File: config.mk
export PLATFORM = sky130hd
export DESIGN_NAME = hul_link
export DESIGN_NICKNAME = d
export VERILOG_FILES = /design/src/rtl/hul_pkg.sv /design/src/rtl/hul_link.sv
export SDC_FILE = /design/constraint.sdc
export NUM_CORES = 1
export LEC_CHECK = 0
export BUFFER_PORTS_ARGS = -buffer_cell sky130_fd_sc_hd__buf_4
export CAP_MARGIN = 20
export CORE_AREA = 2 2 79 137
export CTS_CLUSTER_SIZE = 14
export DETAILED_ROUTE_END_ITERATION = 10
export DIE_AREA = 0 0 81 139
export GPL_ROUTABILITY_DRIVEN = 0
export PLACE_DENSITY_LB_ADDON = 0.3
export SYNTH_ARGS = -nofsm -noshare
export SYNTH_HDL_FRONTEND = slang
export SYNTH_SLANG_ARGS = --single-unit
File: constraint.sdc
create_clock -name clk_i -period 3.55 [get_ports clk_i]
set_clock_uncertainty 0.1 [all_clocks]
set_input_delay 0.71 -clock clk_i [delete_from_list [all_inputs] [get_ports clk_i]]
set_output_delay 0.71 -clock clk_i [all_outputs]
set_load 0.02 [all_outputs]
File: src/rtl/hul_pkg.sv
package hul_pkg;
    // ----------------------------------------
    // Register map
    // ----------------------------------------
    localparam logic [7:0] ADR_CTRL = 8'h00;
    localparam logic [7:0] ADR_SLOT = 8'h04;
    localparam logic [7:0] ADR_STAT = 8'h08;
    localparam logic [7:0] ADR_IRQ_STAT = 8'h0C;
    localparam logic [7:0] ADR_IRQ_MASK = 8'h10;
    localparam int CTRL_CTS_EN = 0;
    localparam logic [1:0] CTRL_RST = 2'h0;
    localparam logic [7:0] SLOT_RST = 8'h00;
    localparam logic [3:0] MASK_RST = 4'h0;
    // Interrupt bits
    localparam int IRQ_UP = 0;
    localparam int IRQ_DOWN = 1;
    localparam int IRQ_CLAIM = 2;
    localparam int IRQ_TMO = 3;
    localparam int IRQ_W = 4;
    // ----------------------------------------
    // Timing
    // ----------------------------------------
    localparam int CLK_MHZ = 125;
    localparam int XID_GAP_MS = 70;
    localparam int XID_GAP_CYC = XID_GAP_MS * CLK_MHZ * 1000;
    localparam int INIT_CYC = 3;
    // ----------------------------------------
    // Frames and states
    // ----------------------------------------
    typedef enum logic [2:0] {
        FR_XID = 3'h0, FR_BCAST = 3'h1, FR_SNRM = 3'h2, FR_IAS_OPEN = 3'h3,
        FR_IAS_QRY = 3'h4, FR_DATA_OPEN = 3'h5, FR_DISC = 3'h6, FR_OTHER = 3'h7
    } hul_frame_t;
    typedef enum logic [2:0] {
        RS_XID = 3'h0, RS_UA = 3'h1, RS_IAS_CONF = 3'h2, RS_IAS_ANS = 3'h3,
        RS_DATA_CONF = 3'h4, RS_SHUT = 3'h5
    } hul_resp_t;
    typedef enum logic [2:0] {
        ST_NDM = 3'h0, ST_CLAIMED = 3'h1, ST_CONN = 3'h3, ST_IAS = 3'h2,
        ST_NRM = 3'h6
    } hul_state_t;
endpackage

File: src/rtl/hul_link.sv
// What this block does
// - Three enabled cycles after reset the block samples request and terminal-ready; only request low with terminal-ready high enters identity programming.
// - On the plain variant the terminal-ready input is ignored once initialisation has finished.
// - On the forwarding variant the terminal-ready level is sent to the primary as a status bit, low meaning ready.
// - On the plain variant data-set-ready is 1 once initialised and 0 before.
// - On the forwarding variant data-set-ready is low while a link exists and high otherwise, generated locally.
// - On the plain variant carrier-detect is driven low while a link exists and high without one.
// - On the forwarding variant carrier-detect is a host input whose level is reported to the primary.
// - On the plain variant the ring output is held high with no other function.
// - On the forwarding variant ring is a host input whose level is reported to the primary.
// - In discovery the block stays silent, answers one XID in its claimed slot, then ignores later XIDs and the broadcast.
// - An SNRM with a connection address is answered by a UA carrying that address.
// - After IAS channel confirm, IAS answers and data channel confirm the block enters normal response mode and drives link low.
// - The link output stays low while the link is open and goes inactive on shutdown.
// - Clear-to-send is low when the host may transmit and high when it must not.
module hul_link import hul_pkg::*; #(
    parameter bit FWD_VARIANT = 1'b0,
    parameter int TMO_CYC = XID_GAP_CYC
) (
    input wire logic clk_i,
    input wire logic rst_i,
    input wire logic ce_i,
    input wire logic wb_cyc_i,
    input wire logic wb_stb_i,
    input wire logic wb_we_i,
    input wire logic [7:0] wb_adr_i,
    input wire logic [31:0] wb_dat_i,
    input wire logic [3:0] wb_sel_i,
    output logic [31:0] wb_dat_o,
    output logic wb_ack_o,
    input wire logic rts_n_i,
    input wire logic dtr_n_i,
    input wire logic cd_n_i,
    input wire logic ri_n_i,
    output logic cts_n_o,
    output logic dsr_o,
    output logic cd_n_o,
    output logic ri_n_o,
    output logic link_n_o,
    output logic host_tx_ok_o,
    output logic id_prog_o,
    input wire logic frm_valid_i,
    input wire hul_frame_t frm_kind_i,
    input wire logic [7:0] frm_slot_i,
    input wire logic [7:0] frm_addr_i,
    output logic rsp_valid_o,
    output hul_resp_t rsp_kind_o,
    output logic [7:0] rsp_addr_o,
    output logic [2:0] fwd_stat_o,
    output logic irq_o
);
    // ----------------------------------------
    // Host pin synchronisers
    // ----------------------------------------
    logic [3:0] sy1_ff, sy2_ff, nxt_sy1, nxt_sy2;
    logic rts_s, dtr_s, cd_s, ri_s;
    always_comb begin
        nxt_sy1 = {ri_n_i, cd_n_i, dtr_n_i, rts_n_i};
        nxt_sy2 = sy1_ff;
    end

    always_ff @(posedge clk_i) begin
        if (rst_i) begin
            sy1_ff <= 4'hF;
            sy2_ff <= 4'hF;
        end else if (ce_i) begin
            sy1_ff <= nxt_sy1;
            sy2_ff <= nxt_sy2;
        end
    end

    assign {ri_s, cd_s, dtr_s, rts_s} = sy2_ff;

    // ----------------------------------------
    // Power-up strap sampling
    // ----------------------------------------
    logic [1:0] icnt_ff, nxt_icnt;
    logic init_ff, nxt_init, idp_ff, nxt_idp;
    always_comb begin
        nxt_icnt = icnt_ff;
        nxt_init = init_ff;
        nxt_idp = idp_ff;
        if (!init_ff) begin
            if (icnt_ff == 2'(INIT_CYC - 1)) begin
                nxt_init = 1'b1;
                nxt_idp = ~rts_s & dtr_s;
            end else begin
                nxt_icnt = icnt_ff + 2'h1;
            end
        end
    end

    always_ff @(posedge clk_i) begin
        if (rst_i) begin
            icnt_ff <= 2'h0;
            init_ff <= 1'b0;
            idp_ff <= 1'b0;
        end else if (ce_i) begin
            icnt_ff <= nxt_icnt;
            init_ff <= nxt_init;
            idp_ff <= nxt_idp;
        end
    end

    // ----------------------------------------
    // Discovery and connection
    // ----------------------------------------
    hul_state_t st_ff, nxt_st;
    logic [31:0] tmo_ff, nxt_tmo;
    logic rv_ff, nxt_rv;
    hul_resp_t rk_ff, nxt_rk;
    logic [7:0] ra_ff, nxt_ra;
    logic [7:0] slot_ff;
    logic [IRQ_W-1:0] ev;
    logic go;
    // No frames are handled during identity programming or before init
    assign go = frm_valid_i & init_ff & ~idp_ff;

    always_comb begin
        nxt_st = st_ff;
        nxt_tmo = tmo_ff;
        nxt_rv = 1'b0;
        nxt_rk = rk_ff;
        nxt_ra = ra_ff;
        ev = '0;
        case (st_ff)
            ST_NDM: begin
                if (go && frm_kind_i == FR_XID && frm_slot_i == slot_ff) begin
                    nxt_rv = 1'b1;
                    nxt_rk = RS_XID;
                    nxt_st = ST_CLAIMED;
                    nxt_tmo = 32'h0;
                    ev[IRQ_CLAIM] = 1'b1;
                end
            end
            ST_CLAIMED: begin
                // Later XIDs and the broadcast fall through silently
                nxt_tmo = tmo_ff + 32'h1;
                if (go && frm_kind_i == FR_SNRM) begin
                    nxt_rv = 1'b1;
                    nxt_rk = RS_UA;
                    nxt_ra = frm_addr_i;
                    nxt_st = ST_CONN;
                end else if (tmo_ff >= 32'(TMO_CYC)) begin
                    nxt_st = ST_NDM;
                    ev[IRQ_TMO] = 1'b1;
                end
            end
            ST_CONN: begin
                if (go && frm_kind_i == FR_IAS_OPEN) begin
                    nxt_rv = 1'b1;
                    nxt_rk = RS_IAS_CONF;
                    nxt_st = ST_IAS;
                end
            end
            ST_IAS: begin
                if (go && frm_kind_i == FR_IAS_QRY) begin
                    nxt_rv = 1'b1;
                    nxt_rk = RS_IAS_ANS;
                end else if (go && frm_kind_i == FR_DATA_OPEN) begin
                    nxt_rv = 1'b1;
                    nxt_rk = RS_DATA_CONF;
                    nxt_st = ST_NRM;
                    ev[IRQ_UP] = 1'b1;
                end
            end
            ST_NRM: begin
                if (go && frm_kind_i == FR_DISC) begin
                    nxt_rv = 1'b1;
                    nxt_rk = RS_SHUT;
                    nxt_st = ST_NDM;
                    ev[IRQ_DOWN] = 1'b1;
                end
            end
            default: nxt_st = ST_NDM;
        endcase
        if (go && frm_kind_i == FR_DISC && st_ff != ST_NRM && st_ff != ST_NDM) begin
            nxt_st = ST_NDM;
        end
        if (!ce_i) begin
            ev = '0;
        end
    end

    always_ff @(posedge clk_i) begin
        if (rst_i) begin
            st_ff <= ST_NDM;
            tmo_ff <= 32'h0;
            rv_ff <= 1'b0;
            rk_ff <= RS_XID;
            ra_ff <= 8'h00;
        end else if (ce_i) begin
            st_ff <= nxt_st;
            tmo_ff <= nxt_tmo;
            rv_ff <= nxt_rv;
            rk_ff <= nxt_rk;
            ra_ff <= nxt_ra;
        end
    end

    // ----------------------------------------
    // Host-side lines
    // ----------------------------------------
    logic link;
    logic [1:0] ctrl_ff;
    assign link = (st_ff == ST_NRM);
    assign link_n_o = ~link;
    assign cts_n_o = ~(link & ctrl_ff[CTRL_CTS_EN] & ~idp_ff);
    assign host_tx_ok_o = link & ~rts_s;
    assign id_prog_o = idp_ff;
    assign rsp_valid_o = rv_ff;
    assign rsp_kind_o = rk_ff;
    assign rsp_addr_o = ra_ff;

    generate
        if (FWD_VARIANT) begin : g_fwd
            assign dsr_o = ~link;
            assign cd_n_o = 1'b1;
            assign ri_n_o = 1'b1;
            // Levels forwarded as received: low means ready/carrier/ring
            assign fwd_stat_o = {ri_s, cd_s, dtr_s};
        end else begin : g_plain
            assign dsr_o = init_ff;
            assign cd_n_o = ~link;
            assign ri_n_o = 1'b1;
            // Terminal-ready plays no part after the strap sample
            assign fwd_stat_o = 3'h7;
        end
    endgenerate

    // ----------------------------------------
    // Wishbone registers and interrupts
    // ----------------------------------------
    logic ack_ff, nxt_ack;
    logic [31:0] dat_ff, nxt_dat;
    logic [1:0] nxt_ctrl;
    logic [7:0] nxt_slot;
    logic [IRQ_W-1:0] ist_ff, nxt_ist, msk_ff, nxt_msk;
    logic req, wr, rd;

    assign req = wb_cyc_i & wb_stb_i & ~ack_ff;
    assign wr = req & wb_we_i & wb_sel_i[0];
    assign rd = req & ~wb_we_i;
    always_comb begin
        nxt_ack = req;
        nxt_dat = 32'h0;
        nxt_ctrl = ctrl_ff;
        nxt_slot = slot_ff;
        nxt_msk = msk_ff;
        nxt_ist = ist_ff;
        if (wr) begin
            case (wb_adr_i)
                ADR_CTRL: nxt_ctrl = wb_dat_i[1:0];
                ADR_SLOT: nxt_slot = wb_dat_i[7:0];
                ADR_IRQ_MASK: nxt_msk = wb_dat_i[IRQ_W-1:0];
                default: nxt_ctrl = ctrl_ff;
            endcase
        end
        if (rd) begin
            case (wb_adr_i)
                ADR_CTRL: nxt_dat = {30'h0, ctrl_ff};
                ADR_SLOT: nxt_dat = {24'h0, slot_ff};
                ADR_STAT: nxt_dat = {22'h0, sy2_ff, st_ff, idp_ff, init_ff, link};
                ADR_IRQ_STAT: begin
                    nxt_dat = {28'h0, ist_ff};
                    nxt_ist = '0;
                end
                ADR_IRQ_MASK: nxt_dat = {28'h0, msk_ff};
                default: nxt_dat = 32'h0;
            endcase
        end
        // A new event wins over the read clear
        nxt_ist = nxt_ist | ev;
    end

    always_ff @(posedge clk_i) begin
        if (rst_i) begin
            ack_ff <= 1'b0;
            dat_ff <= 32'h0;
            ctrl_ff <= CTRL_RST;
            slot_ff <= SLOT_RST;
            msk_ff <= MASK_RST;
            ist_ff <= '0;
        end else if (ce_i) begin
            ack_ff <= nxt_ack;
            dat_ff <= nxt_dat;
            ctrl_ff <= nxt_ctrl;
            slot_ff <= nxt_slot;
            msk_ff <= nxt_msk;
            ist_ff <= nxt_ist;
        end
    end

    assign wb_ack_o = ack_ff;
    assign wb_dat_o = dat_ff;
    assign irq_o = |(ist_ff & msk_ff);
endmodule

==> summary.txt <==
Detailed routing
  • DR DRC count: 0
  • Initial DRC Count: between 200 and 250
  • ANT nets after route: 0
  • Drt pass-1 iters: 4
  • Detailed-route vias per instance: 5.54
  • Vias: ~4,200
  • WL/cell: approximately 16 µm
  • WL final: ~12 mm

GRT
  • Initial antenna violation count: 0
  • Global Route Usage Sum: between 20% and 30%
  • Vias in the first global route: approximately 4,100
  • First-pass GRT wire length: 19.1 mm
  • Largest net degree at the start of global routing: 31
  • Total gr overflow: 0

Floorplan
  • DIE AREA: 11,300 µm²
  • Initial Util: 43.9%
  • Die Y: ~140 µm
  • Core ar.: 10,200 µm²
  • Ports: 130
  • Die X-Extent: just over 80 µm
  • Rows: 49

Setup path
  • Delay-heaviest family, CP: simple AND/OR/NAND/NOR gates
  • Cells along the critical path: nand4_1 -> or4_4 -> or4_1 -> or3_1 -> or4b_1 -> a21oi_1
  • Buf+Inv Stages, Crit Path: 0
  • Cell count of the worst reg-to-reg path: 6
  • Crit path arrival time: ~3.2 ns
  • CP required: approximately 3.7 ns
  • Crit Path Class: flop to flop
  • Peak fanout along the critical path: 9
  • Startpoint types: flop
  • Crit. End Element: flop
  • Crit-path max cell delay: approximately 0.68 ns
  • Slowest CP cell: or4_1
  • Stages on the worst setup path: 6

Status
  • Status: finished clean

Clock network
  • Root Buffer: clkbuf_16
  • Clock Tree Buf Depth: 2
  • Cts repair resizes: 0
  • Cts hold-fix bufs: 0
  • CTS buffer count: 9
  • Skew-Pair Late Insertion Delay: approximately 0.35 ns
  • Post-CTS setup buffers: 0
  • Depth of the CTS H-tree: 3
  • Register clock-pin slew on the reported worst setup and hold paths: about 0.07 ns
  • Clock sinks: between 80 and 90
  • TritonCTS clock tree: done

Final layout
  • Antenna Diode Count: 0
  • Layout cells sized above 1: a little over 20%
  • Final instance area: approximately 5400 µm²
  • Multi-input logic area: roughly 2400 µm²
  • Layout area overhead: 21.6%
  • Commonest non-fill, non-tap cells in the layout: buf_4, dfxtp_1, nor2_1, nand2_1, a21oi_1
  • Filler Cells Inserted: just under 1,000
  • Final Net Count: roughly 700
  • Final core area utilization: ~53%
  • Layout Cells excl Fill: 754
  • Sequential cell area: roughly 1800 µm²
  • Most common cell after layout, fill and taps aside: buf_4

Synthesis
  • Flops & latches, synth: a little under 90
  • Synth top area cells: dfxtp_1, mux2i_1, nor2_1
  • Async SR Flop Fraction: 0%
  • Main synth FF type: dfxtp_1
  • Main combinational cell family by area after synthesis: simple AND/OR/NAND/NOR gates
  • Mux cell area share after synthesis: under 10%
  • Post-Synthesis Cells: about 550
  • Syn avg cell area: between 8 and 9 µm²
  • Ys Warns: 0
  • Post-synth top area cell: dfxtp_1
  • Post-Syn Area: about 4500 µm²
  • Synth Area in Adders: 0.840%
  • Post-synth cell types: 55
  • XOR/XNOR Fraction of Synth Area: 3.53%
  • Post-synth EDFFs: 0
  • Share of the synthesized area in the top cell type: about two fifths
  • Post-Synth Simple-Gate Area: a little over a quarter
  • Post-synthesis sequential area ratio: 39.4%
  • Synth Area in Compound Gates: approximately 14%

Place
  • Post-detail-place hpwl: just under 9 mm
  • Placed Cells: 738
  • Post-DP Area: roughly 5100 µm²
  • # port buffers: between 70 and 80

STA
  • Post-route setup TNS: 0 ns
  • Final critical-path share of the clock period: between 80% and 90%
  • Max Slew Vio Count: 0
  • Final setup fails: 0
  • Fmax: ~330 MHz
  • Min Hold Slack: roughly 0.36 ns
  • Slew headroom: roughly 50%
  • Worst-Margin Slew: about 0.74 ns
  • Fin. Hold Viols: 0
  • Min Clock Period, post-route: 3.00 ns
  • RSZ-0062 raised after global routing: false

Power and ir drop
  • Sw frac: between 20% and 30%
  • Clock share of power: between 40% and 50%
  • Worst vdd ir: around 0.30 mV
  • Pint: around 1600 µW
  • P_sw: approximately 530 µW
  • Comb pwr share: between 7 and 8%
  • PD cells: roughly 390 nW/µm²
  • Seq pwr share: between 40% and 50%
  • P_leak: 0.00219 µW

Worst hold path
  • Hold Path Cell Cnt: 2
  • Hold Crit Class: flop to flop

Job
  • MaxCap Viol Count: 0
-- power by group through the flow --
stage | clock, µW | sequential [µW] | combinational, µW
6_report | 977 | 1000 | 160
5_1_grt | 1030 | 1000 | 175
4_1_cts | 993 | 1000 | 159
3_5_place_dp | 0 | 1030 | 158
3_3_place_gp | 0 | 1030 | 154
2_1_floorplan | 0 | 1030 | 107
-- worst register-to-register path, stage by stage, from the launching register on --
cell	delay [ns]
dfxtp_1	0.46
nand4_1	0.14
or4_4	0.47
or4_1	0.68
or3_1	0.43
or4b_1	0.50
a21oi_1	0.15
-- worst paths after layout --
path / start / end / slack, ns
worst max register to register: tmo_ff[9] / tmo_ff[30] / 0.55
worst max-delay path: tmo_ff[9] / tmo_ff[30] / 0.55
worst min register to register: wb_dat_o[8] / wb_dat_o[8] / 0.36
worst min-delay path: wb_dat_o[8] / wb_dat_o[8] / 0.36
-- cell usage after synthesis, drive strengths merged, types with 2 or more instances --
library cell,number
dfxtp,88
nor2,73
nand2,44
a21oi,42
mux2i,32
buf,30
clkbuf,26
o21ai,23
nand3,21
or3,19
a22oi,16
inv,13
nor4,12
or4,11
xnor2,9
xor2,9
nor3,8
nand4,7
nand2b,6
o31ai,6
and3,4
nand3b,4
nand4b,4
nor4b,4
a31oi,3
ha,3
nor2b,3
o211ai,3
a221oi,2
and2,2
conb,2
mux2,2
-- final cells by class --
type,instances,share of cell area [%]
Clock inverter,7,1.47
Multi-Input combinational cell,414,44.9
Tap cell,127,2.92
Clock buffer,9,4.14
Sequential cell,88,32.4
Timing Repair Buffer,96,13.3
Inverter,13,0.898
-- routing by layer --
layer  wire [µm]  GRT usage [%]  share of wire (%)
met3         704           5.01                6.0
met5           0              0                  0
met1        4320           22.9                 37
met2        6340           38.9                 54
met4         396           10.9                3.4
-- logic make-up (layout without fill, tap and decap cells) --
| group | count (synthesis) | count (layout) |
|---|---|---|
| simple gates | 228 | 228 |
| compound gates | 105 | 105 |
| flops | 88 | 88 |
| buf+inv | 69 | 125 |
| mux | 34 | 34 |
| xor+xnor | 18 | 18 |
| fa+ha+maj | 3 | 3 |
| other cells | 2 | 26 |
-- stage by stage --
stage / setup slack, ns / total power, µW
CTS: 0.551 / 2160
floorplan: 0.513 / 1130
detailed placement: 0.291 / 1180
global route: 0.430 / 2210
finish: 0.550 / 2140
global placement: 0.323 / 1180
-- flip-flops by register name, summed over array words and instances (netlist names), 4 cells and up --
register and cells:
rsp_addr_o 8, slot_ff 8, tmo_ff 32, wb_dat_o 10, sy2_ff 4, msk_ff 4, ist_ff 4, nxt_sy2 4
Power figures use the tool's default switching activity.
